### config.mk
export PLATFORM = sky130hd
export DESIGN_NAME = slc_lane_cfg
export DESIGN_NICKNAME = d
export VERILOG_FILES = /design/src/verilog/slc_pkg.sv /design/src/verilog/slc_sync.sv /design/src/verilog/slc_lane_cfg.sv
export VERILOG_INCLUDE_DIRS = /design/src /design/src/verilog
export SDC_FILE = /design/constraint.sdc
export NUM_CORES = 1
export LEC_CHECK = 0
export BUFFER_PORTS_ARGS = -buffer_cell sky130_fd_sc_hd__clkbuf_2
export CAP_MARGIN = 15
export CORE_MARGIN = 2
export CORE_UTILIZATION = 49
export DETAILED_ROUTE_END_ITERATION = 16
export MAX_ROUTING_LAYER = met4
export PLACE_DENSITY = 0.79
export SLEW_MARGIN = 20
export SYNTH_ARGS = -nofsm -noshare
export SYNTH_HDL_FRONTEND = slang
export SYNTH_SLANG_ARGS = --single-unit
### constraint.sdc
create_clock -name clk -period 2.7 [get_ports clk]
set_clock_uncertainty 0.2 [all_clocks]
set_input_delay 0.405 -clock clk [delete_from_list [all_inputs] [get_ports clk]]
set_output_delay 0.405 -clock clk [all_outputs]
set_load 0.1 [all_outputs]
### src/verilog/slc_params.svh
// slc_params.svh: offsets, field positions, reset values for the lane config block
// assumes inclusion by bare name; definitions only
`ifndef SLC_PARAMS_SVH
`define SLC_PARAMS_SVH
`define SLC_IDX_LANE_CFG      8'h03
`define SLC_ADDR_LANE_CFG     12'h00c
`define SLC_IDX_GLOBAL_CTRL   8'h01
`define SLC_ADDR_GLOBAL_CTRL  12'h004
`define SLC_ADDR_STATUS       12'h010
`define SLC_LANE_CFG_RESET    16'ha444
`define SLC_GLOBAL_CTRL_RESET 16'h0000
`define SLC_GLOBAL_PD_BIT     15
`define SLC_SWING_HI          15
`define SLC_SWING_LO          12
`define SLC_RSVD_BIT          11
`define SLC_TX_EN_BIT         10
`define SLC_TX_RATE_HI        9
`define SLC_TX_RATE_LO        8
`define SLC_GAIN_HI           7
`define SLC_GAIN_LO           6
`define SLC_AZ_HI             5
`define SLC_AZ_LO             4
`define SLC_UNSCR_BIT         3
`define SLC_RX_EN_BIT         2
`define SLC_RX_RATE_HI        1
`define SLC_RX_RATE_LO        0
`endif

### src/verilog/slc_pkg.sv
// slc_pkg.sv: types shared by the lane config block
// assumes slc_params.svh holds the numbers
package slc_pkg;
    typedef enum logic [1:0] {
        SLC_RATE_FULL    = 2'h0,
        SLC_RATE_HALF    = 2'h1,
        SLC_RATE_QUARTER = 2'h2,
        SLC_RATE_EIGHTH  = 2'h3
    } slc_rate_t;
    typedef enum logic [1:0] {
        SLC_GAIN_FREEZE_FIRST = 2'h0,
        SLC_GAIN_FREEZE_LOCK  = 2'h1,
        SLC_GAIN_FORCE_OFF    = 2'h2,
        SLC_GAIN_FORCE_ON     = 2'h3
    } slc_gain_t;
    typedef enum logic [1:0] {
        SLC_AZ_ON_ENABLE  = 2'h0,
        SLC_AZ_DISABLED   = 2'h1,
        SLC_AZ_FORCE_UPD  = 2'h2,
        SLC_AZ_FORCE_HOLD = 2'h3
    } slc_az_t;
    // analogue-facing controls of one lane
    typedef struct packed {
        logic [3:0] tx_swing_code;
        logic       transmitter_enable;
        slc_rate_t  tx_rate_select;
        slc_gain_t  gain_loop_mode;
        slc_az_t    auto_zero_mode;
        logic       unscrambled_data_enable;
        logic       receiver_enable;
        slc_rate_t  rx_rate_select;
    } slc_lane_ctrl_t;
    // apb request bundle
    typedef struct packed {
        logic        psel;
        logic        penable;
        logic        pwrite;
        logic [11:0] paddr;
        logic [31:0] pwdata;
    } slc_apb_req_t;
endpackage : slc_pkg

### src/verilog/slc_sync.sv
// slc_sync.sv: two-flop level synchroniser
// assumes the input is asynchronous to clk
`timescale 1ns/100ps
module slc_sync (
    input  wire logic clk,
    input  wire logic reset,
    input  wire logic async_in,
    output logic      sync_out
);
    logic meta_reg;
    logic meta_next;
    logic sync_next;

    // meta stage is read only by the second flop
    always_comb begin
        meta_next = async_in;
        sync_next = meta_reg;
    end

    // resets to 0 (pin seen as down) so lanes never glitch on before the pin is sampled
    always_ff @(posedge clk) begin
        if (reset) begin
            meta_reg <= 1'b0;
            sync_out <= 1'b0;
        end else begin
            meta_reg <= meta_next;
            sync_out <= sync_next;
        end
    end
endmodule : slc_sync

### src/verilog/slc_lane_cfg.sv
// slc_lane_cfg.sv: lane transmit/receive config register with apb slave
// assumes an apb master on clk; channel_power_down_n is an asynchronous pin
`timescale 1ns/100ps
`include "slc_params.svh"
module slc_lane_cfg (
    input  wire logic                  clk,
    input  wire logic                  reset,
    input  wire slc_pkg::slc_apb_req_t apb_req,
    output logic [31:0]                prdata,
    output logic                       pready,
    output logic                       pslverr,
    input  wire logic                  channel_power_down_n,
    output slc_pkg::slc_lane_ctrl_t    lane_ctrl,
    output logic                       tx_active,
    output logic                       rx_active
);
    import slc_pkg::*;

    // reset word as a constant so the reserved bit can be dropped by part-select
    localparam logic [15:0] CFG_RST = `SLC_LANE_CFG_RESET;

    logic [15:0]    cfg_reg;
    logic [15:0]    cfg_next;
    logic [15:0]    glob_reg;
    logic [15:0]    glob_next;
    logic [31:0]    prdata_next;
    logic           pslverr_next;
    logic           pready_next;
    logic           pin_up;
    logic           lanes_down;
    logic           setup;
    logic           access;
    slc_lane_ctrl_t ctrl_next;
    logic           tx_next;
    logic           rx_next;

    // decode a byte address to a known register
    function automatic logic addr_known(input logic [11:0] a);
        addr_known = (a == `SLC_ADDR_LANE_CFG) || (a == `SLC_ADDR_GLOBAL_CTRL) ||
                     (a == `SLC_ADDR_STATUS);
    endfunction : addr_known

    // pin crosses into clk before any gating looks at it
    slc_sync u_pd_sync (
        .clk      (clk),
        .reset    (reset),
        .async_in (channel_power_down_n),
        .sync_out (pin_up)
    );

    // no wait state: answer in the access cycle after setup
    assign setup  = apb_req.psel && !apb_req.penable;
    assign access = apb_req.psel && apb_req.penable && pready;
    assign lanes_down = !pin_up || glob_reg[`SLC_GLOBAL_PD_BIT];

    // register writes take effect only on the completing access edge
    always_comb begin
        cfg_next     = cfg_reg;
        glob_next    = glob_reg;
        pready_next  = setup;
        pslverr_next = 1'b0;
        prdata_next  = 32'h0000_0000;
        if (setup) begin
            pslverr_next = !addr_known(apb_req.paddr) ||
                           (apb_req.pwrite && apb_req.paddr == `SLC_ADDR_STATUS);
            unique case (apb_req.paddr)
                `SLC_ADDR_LANE_CFG:    prdata_next = {16'h0000, cfg_reg};
                `SLC_ADDR_GLOBAL_CTRL: prdata_next = {16'h0000, glob_reg};
                `SLC_ADDR_STATUS:      prdata_next = {29'h0000_0000, pin_up, rx_active, tx_active};
                default:               prdata_next = 32'h0000_0000;
            endcase
        end
        if (access && apb_req.pwrite) begin
            if (apb_req.paddr == `SLC_ADDR_LANE_CFG) begin
                cfg_next = apb_req.pwdata[15:0];
            end
            if (apb_req.paddr == `SLC_ADDR_GLOBAL_CTRL) begin
                glob_next = apb_req.pwdata[15:0];
            end
        end
        // hold read data through the access cycle
        if (access) begin
            prdata_next = prdata;
        end
    end

    always_ff @(posedge clk) begin
        if (reset) begin
            cfg_reg <= `SLC_LANE_CFG_RESET;
            glob_reg <= `SLC_GLOBAL_CTRL_RESET;
            pready  <= 1'b0;
            pslverr <= 1'b0;
            prdata  <= 32'h0000_0000;
        end else begin
            cfg_reg <= cfg_next;
            glob_reg <= glob_next;
            pready  <= pready_next;
            pslverr <= pslverr_next;
            prdata  <= prdata_next;
        end
    end

    // field split; swing code passes unchanged, amplitude rises with code
    always_comb begin
        ctrl_next.tx_swing_code           = cfg_reg[`SLC_SWING_HI:`SLC_SWING_LO];
        ctrl_next.transmitter_enable      = cfg_reg[`SLC_TX_EN_BIT];
        ctrl_next.tx_rate_select          = slc_rate_t'(cfg_reg[`SLC_TX_RATE_HI:`SLC_TX_RATE_LO]);
        ctrl_next.gain_loop_mode          = slc_gain_t'(cfg_reg[`SLC_GAIN_HI:`SLC_GAIN_LO]);
        ctrl_next.auto_zero_mode          = slc_az_t'(cfg_reg[`SLC_AZ_HI:`SLC_AZ_LO]);
        ctrl_next.unscrambled_data_enable = cfg_reg[`SLC_UNSCR_BIT];
        ctrl_next.receiver_enable         = cfg_reg[`SLC_RX_EN_BIT];
        ctrl_next.rx_rate_select          = slc_rate_t'(cfg_reg[`SLC_RX_RATE_HI:`SLC_RX_RATE_LO]);
        tx_next = cfg_reg[`SLC_TX_EN_BIT] && !lanes_down;
        rx_next = cfg_reg[`SLC_RX_EN_BIT] && !lanes_down;
    end

    // outputs registered: one cycle behind the stored bits
    always_ff @(posedge clk) begin
        if (reset) begin
            lane_ctrl <= slc_lane_ctrl_t'({CFG_RST[15:12], CFG_RST[10:0]});
            tx_active <= 1'b0;
            rx_active <= 1'b0;
        end else begin
            lane_ctrl <= ctrl_next;
            tx_active <= tx_next;
            rx_active <= rx_next;
        end
    end
endmodule : slc_lane_cfg

After elaboration in Yosys (flattened, before gate mapping)
Index checks and enable logic that the tools add are counted.
W data, S select, Z words.
{ "totals": {"ff_bits": 85, "inputBits": 50, "out_inout_bits": 51, "elab_cells": 41} }
{ "op_classes": {"eq_ne": 3, "n_mux": 2, "bitwise": 1, "n_reduce_logical": 18} }
{ "ops": {"columns": ["op", "n"], "rows": [
  ["$pmux W16 S3", 1],
  ["$mux W16", 1],
  ["$eq A12 B3 Y1 const B", 1],
  ["$eq A12 B4 Y1 const B", 1],
  ["$eq A12 B5 Y1 const B", 1],
  ["$logic_and A1 B1 Y1", 7],
  ["$logic_not A1 Y1", 4],
  ["$logic_or A1 B1 Y1", 4],
  ["$reduce_and A2 Y1", 2],
  ["$reduce_or A2 Y1", 1],
  ["$not A1 Y1", 1]
]} }

Longest topological paths before layout
Gate-level depths: netlist of run 1.
{ "logic_depth": {"word_depth": 5, "depth_mapped": 6, "depth_no_buf": 4} }

Hierarchy
A second synthesis of run 1 with hierarchy kept.
{ "hier_totals": {"hier_cells": 282, "area_unflattened_um2": 2738.9} }
{ "by_module_without_submodules": {"columns": ["mod", "instances", "cells_each", "area_each_um2", "seq_area_each_um2"], "rows": [
  ["slc_lane_cfg", 1, 278, 2686.3, 1341.3],
  ["slc_sync", 1, 4, 52.6, 40.0]
]} }

Least setup slack after synthesis of run 1
Ideal clock, no wire load.
{ "synth_timing": {"kind": "input to register", "startpoint": "in apb_req[41] in the netlist's numbering", "endpoint": "reg glob_reg[0]", "arrival_time_ns": 2.213, "required_time_ns": 2.381, "setup_slack_ns": 0.168, "cell_stages": 6, "cell_sequence": "or4_4 > or4_4 > or3_1 > buf_6 > buf_8 > mux2i_1"} }
{ "synth_between": {"elab_chain_len": 2} }
{ "synth_rtl": {"columns": ["item", "line", "rtl"], "rows": [
  ["from (decl)", "slc_lane_cfg.sv:8", "input wire slc_pkg::slc_apb_req_t apb_req,"],
  ["$eq A12 B3 Y1", null, null],
  ["$reduce_and A2 Y1 (no source line)", null, null],
  ["to (signal assigned)", "slc_lane_cfg.sv:90", "glob_reg <= `SLC_GLOBAL_CTRL_RESET;"],
  ["to (signal assigned)", "slc_lane_cfg.sv:96", "glob_reg <= glob_next;"],
  ["to (decl)", "slc_lane_cfg.sv:24", "logic [15:0] glob_reg;"]
]} }
Every way passes these cells.
A chain may end at the register's enable or synchronous reset.

Worst setup path after layout of run 1
{ "layout_timing": {"startpoint": "in apb_req[41] in the netlist's numbering", "endpoint": "reg glob_reg[3]"} }
The elaborated chain is that of the path after synthesis.

==> results.toml, run 1 <==
[clock_network]
tritoncts = "yes"
htree_levels = 3
cts-root-buf = "clkbuf_8"
clkTransAtPathRegs_ns = 0.07
clk_latency_ns = 0.33
cts.sinks = 69
numCtsBuffers = 9
clockBufferDepth = 2
post_cts_buffers = 0
cts_resized = 0
holdBufCountCts = 0

[status]
outcome = "finished clean"

[routing]
drtPass1Iterations = 4
remaining_drc_errors = 0
vias = 2029
drt_wl_total_um = 5460
wl_per_cell_um = 12.7
drtIter0Drc = 48
viasPerCell = 4.73
ant_nets = 0

[worst_hold_path]
hp-start = "channel_power_down_n"
hold_class = "input pin to register"

[sta]
fin_tns_setup_ns = 0
hold_viol_final = 0
slew_headroom = 0.626
worstMarginPinSlew_ns = 0.559
fmax_ghz = 0.442
drv_slew = 0
setup_viol = 0
fin_ws_ns = 0.440
post-route-period-util = 0.837
period_needed_ns = 2.26
rsz0062_at_grt = "false"

[cells_and_area]
drive_above_1_share = 0.258
final_common_cell = "dfxtp_1"
final_cell_mix = "dfxtp_1 (69), clkbuf_2 (68), nand2b_1 (35), mux2i_1 (34), o21ai_0 (34)"
syn_to_final_growth_pct = 19.1
nets = 403
final_util = 0.600
num-fill-cells = 517
diodes = 0

[setup_path]
endpoint = "glob_reg[3]"
worstRegToRegCells = 5
cp_data_required_time_ns = 2.72
r2r-start = "pready"
crit_fanout = 9
critPathLaunchType = "input pin"
cp.arrival_ns = 2.28
crit_start = "apb_req[41]"
r2r_slack_ns = 1.07
criticalPathCategory = "input pin to register"
timing.rr.end = "glob_reg[3]"
endpoint_kind = "register"

[power_and_ir_drop]
clkPwrFrac = 0.388
pwr-share-comb = 0.098
p_per_area_nw_per_um2 = 610
switching_share = 0.254
p_leak_nw = 1.53
vdd_drop_max_uv = 445
power.switching_mw = 0.505
intPower_mw = 1.49
p_seq_frac = 0.514

[run]
drv_cap = 0

[synth]
yosysWarnings = 0
syn_inst = 282
yosysTopAreaCell = "dfxtp_1"
syn_avg_cell_area_um2 = 9.71
yosysTopAreaCellShare = 0.504
synth_area_leaders = "dfxtp_1 (50%), mux2i_1 (12%), nand2b_1 (8.0%), o21ai_0 (6.2%), buf_4 (4.4%)"
ys_ff_latch = 69
ys_types = 28
seq_area_frac_synth = 0.504
syn_area_um2 = 2740

[place]
place_ws_ns = 0.0928
dpl.hpwl_um = 3870
place_congestion = 0.749
port_buffers = 68

[global_route]
grt_max_degree = 40
antenna_found_initial = 0
use_met1 = 0.237
grt_usage = 0.195
top_usage_layer = "met2"
grt_pass1_wl_um = 8910
overflow = 0
first_global_vias = 1891
met2_usage = 0.302
gr-usage-met3 = 0.0557

[floorplanning]
core_um2 = 5440
num_rows = 27
die-area_um2 = 6200
io_pins = 101
die_w_um = 78.8
dieHeight_um = 78.8
start_util = 0.504
==> worst min path at each step <==
| stage | end | slack, ns | cells after the start |
|---|---|---|---|
| after floorplan | u_pd_sync.sync_out | 0.21 | 1 |
| after global placement | u_pd_sync.sync_out | 0.22 | 1 |
| after detailed placement | u_pd_sync.sync_out | 0.23 | 1 |
| after CTS | u_pd_sync.meta_reg | 0.08 | 2 |
| after global routing | u_pd_sync.meta_reg | 0.09 | 2 |
| final | u_pd_sync.meta_reg | 0.09 | 2 |
==> kinds of logic (layout without fill, tap and decap cells) <==
kind of cell,count (synthesis),after routing,share of synthesized area
other,1,16,0.00137
AO/OA/AOI/OAI,47,47,0.0946
flip-flops,69,69,0.504
AND/OR/NAND/NOR,92,92,0.190
multiplexers,34,34,0.124
buffers and inverters,39,99,0.0854
==> metrics by stage <==
stage / power [mW] / area, µm² / cells / hold slack (ns)
6_report: 1.99 / 3260 / 429 / 0.0875
5_1_grt: 2.05 / 3260 / 429 / 0.0919
4_1_cts: 2.00 / 3260 / 429 / 0.0813
3_5_place_dp: 1.24 / 3090 / 414 / 0.231
3_3_place_gp: 1.24 / 3090 / 414 / 0.216
2_1_floorplan: 1.22 / 2800 / 297 / 0.214
==> cells in the mapped netlist <==
master	instances
dfxtp_1	69
nand2b_1	35
mux2i_1	34
o21ai_0	34
nand2_1	17
buf_4	16
nor2b_1	16
clkbuf_1	12
nor2_1	11
inv_1	6
o21ai_1	5
a22o_1	3
a22oi_1	3
or3_1	3
buf_6	2
nand3_1	2
nor4bb_1	2
or4_4	2
a21boi_0	1
and3_1	1
buf_1	1
buf_2	1
buf_8	1
conb_1	1
nor3_1	1
nor3b_1	1
o31ai_1	1
or2_2	1
==> power groups by stage <==
| stage | Combinational (mW) | Clock [mW] | Sequential [mW] |
|---|---|---|---|
| 4_1_cts | 0.196 | 0.786 | 1.02 |
| 3_3_place_gp | 0.193 | 0 | 1.05 |
| 2_1_floorplan | 0.161 | 0 | 1.06 |
| 3_5_place_dp | 0.196 | 0 | 1.05 |
| 6_report | 0.196 | 0.772 | 1.02 |
| 5_1_grt | 0.207 | 0.826 | 1.02 |
==> critical path, cell delays in order <==
cell	delay [ns]
clkbuf_2	0.08
or4_4	0.52
or4_4	0.55
or3_1	0.38
buf_4	0.21
mux2i_1	0.13
==> final cells by class <==
class / instances / area [µm²] / area share
clock buffers: 13 / 139 / 0.0426
clock inverters: 2 / 35.0 / 0.0107
inverters: 6 / 22.5 / 0.00690
multi-input cells: 189 / 1180 / 0.362
flip-flops and latches: 69 / 1380 / 0.423
well taps: 72 / 90.1 / 0.0276
repair buffers: 78 / 415 / 0.127
==> layer usage <==
layer	part of all wire	vias to the layer above
met2	0.48	51
met5	0	-
met1	0.45	917
li1	-	1052
met3	0.052	9
met4	0.016	0
No activity file was read; power rests on OpenSTA's default activity.
==> inputs of run 2 (changes only) <==
- CORE_UTILIZATION: 49 -> 44
- PLACE_DENSITY: 0.79 -> 0.75
- clock period: 2.7 -> 1.9 ns (I/O delays scaled with it)
==> run 2 against run 1 <==
The flow now finishes with violations (setup timing). Clock power up 48%. Largest power group unchanged. First-iteration DRC count up 120%. Register-to-register slack worse by 0.78 ns. Global-route usage down 2.5 points. Final area up 5.5%.
==> results.toml, run 2 (synthesized netlist as in run 1, its figures left out) <==
[worst_hold_path]
hold_class = "input pin to register"
hp-start = "apb_req[9]"

[routing]
viasPerCell = 4.65
drtPass1Iterations = 4
vias = 2073
wl_per_cell_um = 12.4
drtIter0Drc = 105
remaining_drc_errors = 0
ant_nets = 0
drt_wl_total_um = 5520

[place]
port_buffers = 68
dp.cells = 421
place_congestion = 0.794
dpl.hpwl_um = 3860
postPlaceCellArea_um2 = 3120

[sta]
rsz0062_at_grt = "true"
period_needed_ns = 2.06
fmax_ghz = 0.486
drv_slew = 0
setup_viol = 45
post-route-period-util = 1.08
hold_viol_final = 0
slew_headroom = 0.541
fin_ws_ns = -0.156
worstMarginPinSlew_ns = 0.687

[power_and_ir_drop]
p_per_area_nw_per_um2 = 839
pwr-share-comb = 0.104
switching_share = 0.264
p_seq_frac = 0.503
vdd_drop_max_uv = 744
power.switching_mw = 0.762
p_leak_nw = 1.61
clkPwrFrac = 0.393
intPower_mw = 2.13

[floorplanning]
die_w_um = 82.9
core_um2 = 5960
num_rows = 28
io_pins = 101
start_util = 0.460
die-area_um2 = 6870
dieHeight_um = 82.9

[global_route]
grt_max_degree = 59
grt_usage = 0.170
grt_pass1_wl_um = 9000
antenna_found_initial = 0
overflow = 0
first_global_vias = 1894

[clock_network]
tritoncts = "yes"
post_cts_buffers = 0
cts-root-buf = "clkbuf_8"
clkTransAtPathRegs_ns = 0.07
clk_latency_ns = 0.34
cts.sinks = 69
htree_levels = 3
numCtsBuffers = 9
clockBufferDepth = 2

[setup_path]
crit_fanout = 9
cp_data_required_time_ns = 1.93
crit_start = "apb_req[41]"
cp.arrival_ns = 2.08
critPathLaunchType = "input pin"
criticalPathCategory = "input pin to register"
slowest_stage = "or4_4"
path_cells = "clkbuf_2 -> or4_4 -> or4_4 -> or3_4 -> buf_8 -> mux2i_1"
cpMostUsedCell = "or4_4"
max_stage_delay_ns = 0.55
r2r-start = "pready"
endpoint_kind = "register"

[cells_and_area]
seq_area_um2 = 1380
drive_above_1_share = 0.280
diodes = 0
final_area_um2 = 3440
stdcell_count = 446
syn_to_final_growth_pct = 25.7
num-fill-cells = 557
multiInputGateArea_um2 = 1190
nets = 416
final_cell_mix = "dfxtp_1 (68), clkbuf_2 (68), nand2b_1 (34), mux2i_1 (34), o21ai_0 (21)"
final_util = 0.578

[status]
violations = "setup timing"
outcome = "complete, but fails checks"

[run]
drv_cap = 0
-- run 2: path summary, 6_finish.rpt --
path | endpoint | slack (ns) | cells after the start
worst max-delay path | glob_reg[2] | -0.16 | 6
worst min-delay path | cfg_reg[9] | 0.01 | 3
worst max register to register | glob_reg[2] | 0.29 | 5
worst min register to register | u_pd_sync.sync_out | 0.24 | 1
-- run 2: cell type report --
class / count / share of cell area
repair buffers: 91 / 0.163
well taps: 75 / 0.0273
flip-flops and latches: 69 / 0.402
clock buffers: 9 / 0.0360
multi-input cells: 189 / 0.346
inverters: 6 / 0.00654
clock inverters: 7 / 0.0193
-- run 2: repair_timing --
item                       4_1_cts  5_1_grt
hold endpoints to repair        11        0
cloned                           0        0
setup endpoints to repair       45       45
gates resized for setup         11        5
hold buffers                     9        0
-- run 2: worst max-delay path, delay by kind of cell --
family | cells | cell delay, ns
and+or+nand+nor | 3 | 1.44
buffers and inverters | 2 | 0.24
muxes | 1 | 0.12
-- run 2: metal layers --
| layer | GRT usage | vias up | part of all wire |
|---|---|---|---|
| li1 | - | 1076 | - |
| met1 | 0.207 | 937 | 0.47 |
| met2 | 0.266 | 53 | 0.47 |
| met3 | 0.0567 | 7 | 0.048 |
| met4 | 0.0537 | 0 | 0.014 |
| met5 | - | - | 0 |
-- run 2: power groups by stage --
stage               combinational (mW)  clock (mW)  sequential, mW
floorplan                        0.229           0            1.51
global placement                 0.283           0            1.49
detailed placement               0.284           0            1.49
CTS                              0.300        1.17            1.45
global route                     0.314        1.23            1.45
finish                           0.300        1.14            1.45
-- run 2: stage by stage --
stage	worst slack, ns	hold WS (ns)	power [mW]	setup TNS [ns]
2_1_floorplan	-0.472	0.185	1.74	-14.42
3_3_place_gp	-0.498	0.225	1.77	-20.91
3_5_place_dp	-0.532	0.222	1.77	-22.00
4_1_cts	-0.138	0.00313	2.92	-4.30
5_1_grt	-0.190	0.0226	3.00	-6.55
6_report	-0.156	0.0116	2.89	-4.94
